File: src/hw/rff_defs.vh
// register map, field positions, reset values and timing of the rx filter
`ifndef RFF_DEFS_VH
`define RFF_DEFS_VH

// register byte offsets
`define RFF_OFS_CTRL        8'h00
`define RFF_OFS_PRIM_LO     8'h08
`define RFF_OFS_PRIM_HI     8'h0C
`define RFF_OFS_STATUS      8'h10
`define RFF_OFS_DROPS       8'h14
`define RFF_SUPP_REGION     3'h1
`define RFF_OFS_SUPP_BASE   8'h20

// control register fields
`define RFF_BIT_ALL_UCAST   0
`define RFF_BIT_ALL_MCAST   1
`define RFF_BIT_PASS_CTRL   3
`define RFF_BIT_PASS_PAUSE  4
`define RFF_BIT_IGN_PAUSE   5
`define RFF_BIT_SUPP_LO     16
`define RFF_CTRL_RESET      32'h0000_0003
`define RFF_CTRL_WR_MASK    32'h000F_003B

// status register fields
`define RFF_BIT_PAUSED      16

// frame classification
`define RFF_ETYPE_MAC_CTRL  16'h8808
`define RFF_OPC_PAUSE       16'h0001
`define RFF_OPC_PFC         16'h0101
`define RFF_ADDR_BCAST      48'hFFFF_FFFF_FFFF
`define RFF_GROUP_BIT       40

// pause timing: one quantum is 512 bit times on the line
`define RFF_QUANTUM_BITS    512
`define RFF_LINE_MBPS       10000
`define RFF_CLK_MHZ         125
// least time, so round up to whole cycles
`define RFF_QUANTUM_CYCLES  ((`RFF_QUANTUM_BITS * `RFF_CLK_MHZ + \
	`RFF_LINE_MBPS - 1) / `RFF_LINE_MBPS)

`endif

File: src/hw/rff_rx_filter.v
// receive frame filter: address filter, control/pause handling, apb regs
`timescale 1ns/1ps
`include "rff_defs.vh"

module rff_rx_filter #(
	parameter DATA_W   = 64,
	parameter PFC_ON   = 0,
	parameter N_SUPP   = 4
) (
	input  wire              core_clk,
	input  wire              reset_n,
	// apb slave
	input  wire              psel,
	input  wire              penable,
	input  wire              pwrite,
	input  wire [7:0]        paddr,
	input  wire [31:0]       pwdata,
	output reg  [31:0]       prdata,
	output reg               pready,
	output reg               pslverr,
	// frame stream from the phy side, header fields valid on first beat
	input  wire              in_valid,
	input  wire              in_first,
	input  wire              in_last,
	input  wire [DATA_W-1:0] in_data,
	input  wire [47:0]       in_dst_addr,
	input  wire [15:0]       in_eth_type,
	input  wire [15:0]       in_opcode,
	input  wire [15:0]       in_quanta,
	output wire              in_ready,
	// frame stream to the client
	output wire              out_valid,
	output wire              out_last,
	output wire [DATA_W-1:0] out_data,
	input  wire              out_ready,
	// transmit suspend toward the tx path
	output reg               tx_paused
);

	// the defs count is a plain integer; cut to the timer width on purpose
	localparam integer Q_CYC_INT = `RFF_QUANTUM_CYCLES;
	localparam [15:0]  Q_CYC     = Q_CYC_INT[15:0];

	reg  [31:0]       ctrl;
	reg  [47:0]       prim_addr;
	reg  [47:0]       supp_addr [0:N_SUPP-1];
	reg  [15:0]       pause_left;
	reg  [15:0]       q_div;
	reg  [31:0]       drop_count;
	reg               frame_keep;
	reg  [31:0]       next_rdata;
	reg               next_err;
	wire [N_SUPP-1:0] supp_hit;
	wire              accept_all_unicast;
	wire              accept_all_multicast;
	wire              pass_control_frames;
	wire              pass_pause_frames;
	wire              ignore_pause;
	wire [N_SUPP-1:0] supp_on;
	wire              is_mcast;
	wire              is_bcast;
	wire              is_ctrl;
	wire              is_pause;
	wire              is_pfc;
	wire              uc_match;
	reg               keep_now;
	wire              take;
	wire              sof_take;
	wire              fwd_beat;
	wire              buf_ready;
	wire              q_tick;
	wire              pause_load;
	wire              setup;
	wire              access;
	wire              wr_en;
	wire              supp_sel;

	////////////////////////////////////////////////////////////////////
	// control fields
	assign accept_all_unicast   = ctrl[`RFF_BIT_ALL_UCAST];
	assign accept_all_multicast = ctrl[`RFF_BIT_ALL_MCAST];
	assign pass_control_frames  = ctrl[`RFF_BIT_PASS_CTRL];
	assign pass_pause_frames    = ctrl[`RFF_BIT_PASS_PAUSE];
	assign ignore_pause         = ctrl[`RFF_BIT_IGN_PAUSE];
	assign supp_on = ctrl[`RFF_BIT_SUPP_LO +: N_SUPP];

	////////////////////////////////////////////////////////////////////
	// frame classification from header fields
	assign is_mcast = in_dst_addr[`RFF_GROUP_BIT];
	assign is_bcast = (in_dst_addr == `RFF_ADDR_BCAST);
	assign is_ctrl  = (in_eth_type == `RFF_ETYPE_MAC_CTRL);
	assign is_pause = is_ctrl && (in_opcode == `RFF_OPC_PAUSE);
	assign is_pfc   = is_ctrl && (PFC_ON != 0) &&
		(in_opcode == `RFF_OPC_PFC);

	// one comparator per supplementary address
	genvar gi;
	generate
		for (gi = 0; gi < N_SUPP; gi = gi + 1) begin : g_supp
			// a disabled entry never matches
			assign supp_hit[gi] = supp_on[gi] &&
				(in_dst_addr == supp_addr[gi]);
		end
	endgenerate

	assign uc_match = (in_dst_addr == prim_addr) || (|supp_hit);

	////////////////////////////////////////////////////////////////////
	// keep/drop decision on the first beat; control frames bypass the
	// address filter since pause uses a reserved multicast address
	always @* begin
		keep_now = 1'b0;
		if (is_pause) begin
			keep_now = pass_pause_frames;
		end else if (is_pfc) begin
			keep_now = 1'b1;
		end else if (is_ctrl) begin
			keep_now = pass_control_frames;
		end else if (is_bcast) begin
			keep_now = 1'b1;
		end else if (is_mcast) begin
			keep_now = accept_all_multicast;
		end else begin
			// all-unicast accepts without any compare
			keep_now = accept_all_unicast | uc_match;
		end
	end

	////////////////////////////////////////////////////////////////////
	// datapath: dropped beats are consumed but never pushed; they still
	// wait for buffer ready, so a stalled client holds up dropped frames too
	assign in_ready = buf_ready;
	assign take     = in_valid & buf_ready;
	assign sof_take = take & in_first;
	assign fwd_beat = in_valid & (in_first ? keep_now : frame_keep);

	always @(posedge core_clk) begin
		if (!reset_n) begin
			frame_keep <= 1'b0;
		end else if (sof_take) begin
			frame_keep <= keep_now;
		end
	end

	rff_skid_buf #(
		.WIDTH     (DATA_W + 1)
	) u_buf (
		.core_clk  (core_clk),
		.reset_n   (reset_n),
		.in_valid  (fwd_beat),
		.in_data   ({in_last, in_data}),
		.in_ready  (buf_ready),
		.out_valid (out_valid),
		.out_data  ({out_last, out_data}),
		.out_ready (out_ready)
	);

	// counts frames rejected by any filter stage
	always @(posedge core_clk) begin
		if (!reset_n) begin
			drop_count <= 32'h0000_0000;
		end else if (sof_take && !keep_now) begin
			drop_count <= drop_count + 32'h0000_0001;
		end
	end

	////////////////////////////////////////////////////////////////////
	// pause timer: quantum divider gives a one-cycle enable
	assign q_tick     = (q_div == Q_CYC - 16'h0001);
	assign pause_load = sof_take && is_pause && !ignore_pause;

	// a reload restarts the quantum, else the first one could come short
	always @(posedge core_clk) begin
		if (!reset_n) begin
			q_div <= 16'h0000;
		end else if (pause_load || q_tick || pause_left == 16'h0000) begin
			q_div <= 16'h0000;
		end else begin
			q_div <= q_div + 16'h0001;
		end
	end

	// a new pause frame reloads the timer, quanta of zero resumes now
	always @(posedge core_clk) begin
		if (!reset_n) begin
			pause_left <= 16'h0000;
			tx_paused  <= 1'b0;
		end else if (pause_load) begin
			pause_left <= in_quanta;
			tx_paused  <= (in_quanta != 16'h0000);
		end else if (q_tick && pause_left != 16'h0000) begin
			// frames under disregard never reach here
			pause_left <= pause_left - 16'h0001;
			tx_paused  <= (pause_left != 16'h0001);
		end
	end

	////////////////////////////////////////////////////////////////////
	// apb: one wait state, answer prepared during setup
	assign setup    = psel & ~penable;
	assign access   = psel & penable & pready;
	assign wr_en    = access & pwrite & ~pslverr;
	assign supp_sel = (paddr[7:5] == `RFF_SUPP_REGION) &&
		(paddr[1:0] == 2'b00) && (paddr[4:3] < N_SUPP);

	// read mux and address decode
	always @* begin
		next_rdata = 32'h0000_0000;
		next_err   = 1'b0;
		if (supp_sel) begin
			next_rdata = paddr[2] ? {16'h0000, supp_addr[paddr[4:3]][47:32]}
				: supp_addr[paddr[4:3]][31:0];
		end else begin
			case (paddr)
				`RFF_OFS_CTRL:
					next_rdata = ctrl & `RFF_CTRL_WR_MASK;
				`RFF_OFS_PRIM_LO:
					next_rdata = prim_addr[31:0];
				`RFF_OFS_PRIM_HI:
					next_rdata = {16'h0000, prim_addr[47:32]};
				`RFF_OFS_STATUS:
					next_rdata = {15'h0000, tx_paused, pause_left};
				`RFF_OFS_DROPS:
					next_rdata = drop_count;
				default:
					next_err = 1'b1;
			endcase
		end
		// status registers are read-only
		if (pwrite && (paddr == `RFF_OFS_STATUS ||
			paddr == `RFF_OFS_DROPS)) begin
			next_err = 1'b1;
		end
	end

	always @(posedge core_clk) begin
		if (!reset_n) begin
			pready  <= 1'b0;
			pslverr <= 1'b0;
			prdata  <= 32'h0000_0000;
		end else begin
			pready <= psel & penable & ~pready;
			if (setup) begin
				pslverr <= next_err;
				prdata  <= pwrite ? 32'h0000_0000 : next_rdata;
			end else if (access) begin
				pslverr <= 1'b0;
			end
		end
	end

	////////////////////////////////////////////////////////////////////
	// writable registers; reserved bits are masked off on write
	always @(posedge core_clk) begin
		if (!reset_n) begin
			ctrl      <= `RFF_CTRL_RESET;
			prim_addr <= 48'h0000_0000_0000;
		end else if (wr_en) begin
			if (paddr == `RFF_OFS_CTRL) begin
				ctrl <= pwdata & `RFF_CTRL_WR_MASK;
			end
			if (paddr == `RFF_OFS_PRIM_LO) begin
				prim_addr[31:0] <= pwdata;
			end
			if (paddr == `RFF_OFS_PRIM_HI) begin
				prim_addr[47:32] <= pwdata[15:0];
			end
		end
	end

	// one write port per supplementary address entry
	generate
		for (gi = 0; gi < N_SUPP; gi = gi + 1) begin : g_supp_wr
			always @(posedge core_clk) begin
				if (!reset_n) begin
					supp_addr[gi] <= 48'h0000_0000_0000;
				end else if (wr_en && supp_sel && paddr[4:3] == gi) begin
					if (paddr[2]) begin
						supp_addr[gi][47:32] <= pwdata[15:0];
					end else begin
						supp_addr[gi][31:0] <= pwdata;
					end
				end
			end
		end
	endgenerate

endmodule // rff_rx_filter

File: src/hw/rff_skid_buf.v
// two-entry skid buffer, outputs straight from flip-flops
`timescale 1ns/1ps

module rff_skid_buf #(
	parameter WIDTH = 65
) (
	input  wire             core_clk,
	input  wire             reset_n,
	input  wire             in_valid,
	input  wire [WIDTH-1:0] in_data,
	output reg              in_ready,
	output reg              out_valid,
	output reg  [WIDTH-1:0] out_data,
	input  wire             out_ready
);

	reg             skid_valid;
	reg [WIDTH-1:0] skid_data;
	wire            push;

	assign push = in_valid & in_ready;

	////////////////////////////////////////////////////////////////////
	// head register drains first; the skid slot catches the word that
	// was already in flight when the receiver stalled
	always @(posedge core_clk) begin
		if (!reset_n) begin
			out_valid  <= 1'b0;
			out_data   <= {WIDTH{1'b0}};
			skid_valid <= 1'b0;
			skid_data  <= {WIDTH{1'b0}};
			in_ready   <= 1'b0;
		end else begin
			if (!out_valid || out_ready) begin
				if (skid_valid) begin
					out_valid  <= 1'b1;
					out_data   <= skid_data;
					skid_valid <= push;
					skid_data  <= in_data;
				end else begin
					out_valid <= push;
					out_data  <= in_data;
				end
			end else if (push) begin
				skid_valid <= 1'b1;
				skid_data  <= in_data;
			end
			// ready is registered so the source never sees a comb path
			in_ready <= ~(skid_valid ? ~(!out_valid || out_ready) | push
				: (out_valid && !out_ready && push));
		end
	end

endmodule // rff_skid_buf

File: config.mk
export PLATFORM = sky130hd
export DESIGN_NAME = rff_rx_filter
export DESIGN_NICKNAME = d
export VERILOG_FILES = /design/src/hw/rff_rx_filter.v /design/src/hw/rff_skid_buf.v
export VERILOG_INCLUDE_DIRS = /design/src /design/src/hw
export SDC_FILE = /design/constraint.sdc
export NUM_CORES = 1
export LEC_CHECK = 0
export BUFFER_PORTS_ARGS = -buffer_cell sky130_fd_sc_hd__buf_4
export CORE_UTILIZATION = 45
export DETAILED_ROUTE_END_ITERATION = 12
export GPL_ROUTABILITY_DRIVEN = 1
export PLACE_DENSITY = 0.72
export RECOVER_POWER = 100
export SYNTH_ARGS = -nofsm -noshare
export SYNTH_HDL_FRONTEND = slang
export SYNTH_SLANG_ARGS = --single-unit
File: constraint.sdc
create_clock -name core_clk -period 10.8 [get_ports core_clk]
set_input_delay 0.54 -clock core_clk [delete_from_list [all_inputs] [get_ports core_clk]]
set_output_delay 0.54 -clock core_clk [all_outputs]
set_load 0.05 [all_outputs]
==> flow_metrics.env <==
export IMPL_crit_path_max_incr_delay_ns=3.25
export IMPL_numPortBuffers=310
export IMPL_clkSlewWorstSetupHoldPaths_ns=0.06
export IMPL_clock_sinks=482
export IMPL_synthFlopType="dfxtp_1"
export IMPL_grt_pass1_wl_um=123000
export IMPL_io_pins=311
export IMPL_ys_seq_area_share_pct=47.59
export IMPL_setup_tns_ns=0
export IMPL_die_y_um=234.5
export IMPL_core_area_um2=52970
export IMPL_path_class="primary input to register"
export IMPL_num_rows=84
export IMPL_clock_path_buffers=3
export IMPL_drt_iter0_markers=2413
export IMPL_max_vdd_ir_drop_uv=127.8
export IMPL_vias_per_cell=6.027
export IMPL_fmax_mhz=154.9
export IMPL_worstSetupStartpointType="primary input"
export IMPL_dp_slack_ns=6.898
export IMPL_outcome="complete, but fails checks"
export IMPL_slowest_stage="clkinvlp_2"
export IMPL_synth_edf_count=192
export IMPL_maxSlewHeadroom_pct=-184.0
export IMPL_nets=2850
export IMPL_cts_resized=0
export IMPL_detail_route_first_pass_iterations=6
export IMPL_avgSynthCellArea_um2=9.953
export IMPL_hold_violations=0
export IMPL_p_leak_nw=10.29
export IMPL_synth_largest_area_cell="dfxtp_1"
export IMPL_synth_top_area_share_pct=23.88
export IMPL_tightest_slew_ns=4.237
export IMPL_die_width_um=234.5
export IMPL_yosysUniqueCellTypes=58
export IMPL_mostFrequentLayoutCells="nand2_1, dfxtp_1, buf_4"
export IMPL_fin_crit_sh_pct=59.76
export IMPL_htree_num_levels=2
export IMPL_start_util_pct=45.90
export IMPL_violations="capacitance limit, slew limit"
export IMPL_finClkSkew_ns=0.03056
export IMPL_yosys_top_cells_area="dfxtp_1, edfxtp_1, mux2i_1"
export IMPL_grt_pass1_vias=18900
export IMPL_drive_above_1_share_pct=13.47
export IMPL_setup_viol=0
export IMPL_grt_total_usage_pct=30.79
export IMPL_drc_errors=0
export IMPL_vias=20290
export IMPL_die_area_um2=54970
export IMPL_syn_num_nets=2657
export IMPL_crit_required_ns=11.28
export IMPL_grt_ovfl_total=0
export IMPL_endpoint_kind="register"
export IMPL_drv_slew=454
export IMPL_drv_cap=10
export IMPL_synth_cells=2443
export IMPL_area_growth_pct=15.86
export IMPL_antenna_found_initial=3
export IMPL_async_reset_ff_share_pct=0
export IMPL_worstPathArrival_ns=6.93
export IMPL_final_common_cell="nand2_1"
export IMPL_netlist_area_um2=24310
export IMPL_grt_max_degree=117
export IMPL_wire_per_inst_um=25.94
export IMPL_cts_setup_buffers=0
export IMPL_ys_seq_elements=482
export IMPL_rrSetupSlack_ns=6.60
export IMPL_clk_insertion_delay_late_ns=0.63
export IMPL_layout_min_cycle_time_ns=6.455
export IMPL_fin_ws_ns=4.345
export IMPL_ys_warn_count=0
export IMPL_worstPathCellList="buf_4 > clkinvlp_2 > clkbuf_1 > a211oi_1"
export IMPL_cts_tree="built"
export IMPL_cts_hold_buf=0
export IMPL_cts_buffers=51
export IMPL_drt_wl_total_um=87320
export IMPL_crit_fanout=116
export IMPL_gp_congestion=1.091
export IMPL_hold_path_class="primary input to register"
export IMPL_power_density_nw_per_um2=149.5
export IMPL_rsz0062_at_grt="no"
export IMPL_ant_nets=0
export IMPL_cts_root_buf="clkbuf_16"
export IMPL_hpwlAfterDp_um=63370
## Yosys cell counts, types with 3 or more instances
| cell | n |
|---|---|
| a211oi_1 | 67 |
| a21oi_1 | 120 |
| a221oi_1 | 27 |
| a22oi_1 | 44 |
| and2_1 | 200 |
| and3_1 | 8 |
| and4_1 | 7 |
| buf_1 | 12 |
| buf_2 | 50 |
| buf_6 | 6 |
| clkbuf_1 | 129 |
| dfxtp_1 | 290 |
| edfxtp_1 | 192 |
| ha_1 | 5 |
| inv_1 | 28 |
| mux2i_1 | 156 |
| mux4_2 | 48 |
| nand2_1 | 325 |
| nand2b_1 | 17 |
| nand3_1 | 37 |
| nand4_1 | 58 |
| nand4b_1 | 3 |
| nor2_1 | 146 |
| nor2b_1 | 7 |
| nor3_1 | 13 |
| nor4_1 | 49 |
| nor4b_1 | 4 |
| o2111ai_1 | 3 |
| o21ai_0 | 50 |
| o22ai_1 | 6 |
| o31a_1 | 4 |
| o31ai_1 | 10 |
| or2_2 | 3 |
| or3_1 | 25 |
| or4_1 | 15 |
| xnor2_1 | 135 |
| xor2_1 | 119 |
## final cells by class
type                            instances  area [um^2]
Fill cell                            4782        24800
Inverter                               29        110.1
Clock buffer                           73         1490
Tap cell                              688        860.8
Timing Repair Buffer                  338         2095
Antenna cell                            5        12.51
Clock inverter                         17        200.2
Sequential cell                       482        11570
Multi-Input combinational cell       1734        11830
## worst paths after layout
check	start	end	cells after the start
hold / removal	in_data[42]	u_buf.skid_data[42]$_SDFFE_PN0P_	3
hold reg to reg	u_buf.skid_data[32]$_SDFFE_PN0P_	u_buf.skid_data[32]$_SDFFE_PN0P_	2
setup reg to reg	supp_addr[3][47]$_SDFFCE_PN0P_	u_buf.skid_data[47]$_SDFFE_PN0P_	9
setup / recovery	reset_n	u_buf.out_data[46]$_SDFFE_PN0P_	4
## where the power goes
group	total [mW]	internal, mW	switching, mW	leakage, nW
clock network	1.78	1.01	0.768	0.833
logic	0.459	0.151	0.308	5.16
registers	1.97	1.94	0.0370	4.30
## critical path, delay by kind of cell
kind                   cells  cell delay, ns
AOI/OAI and AO/OA          1            0.63
buffers and inverters      3            5.68
## cell families (layout without fill, tap and decap cells)
logic type,Yosys count,in the layout,share of synthesized area [%]
AOI/OAI and AO/OA,349,349,9.227
xor gates and xnor gates,254,254,9.149
adders and majority gates,5,5,0.2573
buffers and inverters,227,457,3.962
DFF,482,482,47.59
muxes,204,204,10.87
other,0,5,0
and+or+nand+nor,922,922,18.95
## state kept, by name, summed over array words and instances (netlist names), 9 cells and up
name             flops
u_buf.out_data      65
prim_addr           48
pause_left          16
q_div               16
ctrl                 9
u_buf.skid_data     65
supp_addr          192
prdata              32
drop_count          32
## per-layer routing
metal  global-route usage [%]  routed length (um)  up-vias
li1                         -                   -     9027
met1                    39.24               33270     9763
met2                    48.72               39860     1212
met3                    6.953                9236      285
met4                    16.21                4956        0
met5                        0                   0        -
## stage by stage
stage | total power, mW | util (%) | std cells | area, um^2 | hold slack (ns)
after floorplan | 2.253 | - | 2443 | 24310 | 0.4373
after global placement | 2.468 | 50.87 | 3271 | 26950 | 0.4431
after detailed placement | 2.472 | 50.87 | 3271 | 26950 | 0.4510
after CTS | 4.231 | 54.06 | 3361 | 28640 | 0.1338
after global routing | 4.317 | 53.17 | 3363 | 28160 | 0.1457
final | 4.213 | 53.18 | 3366 | 28170 | 0.1602
Power figures use the tool's default switching activity.
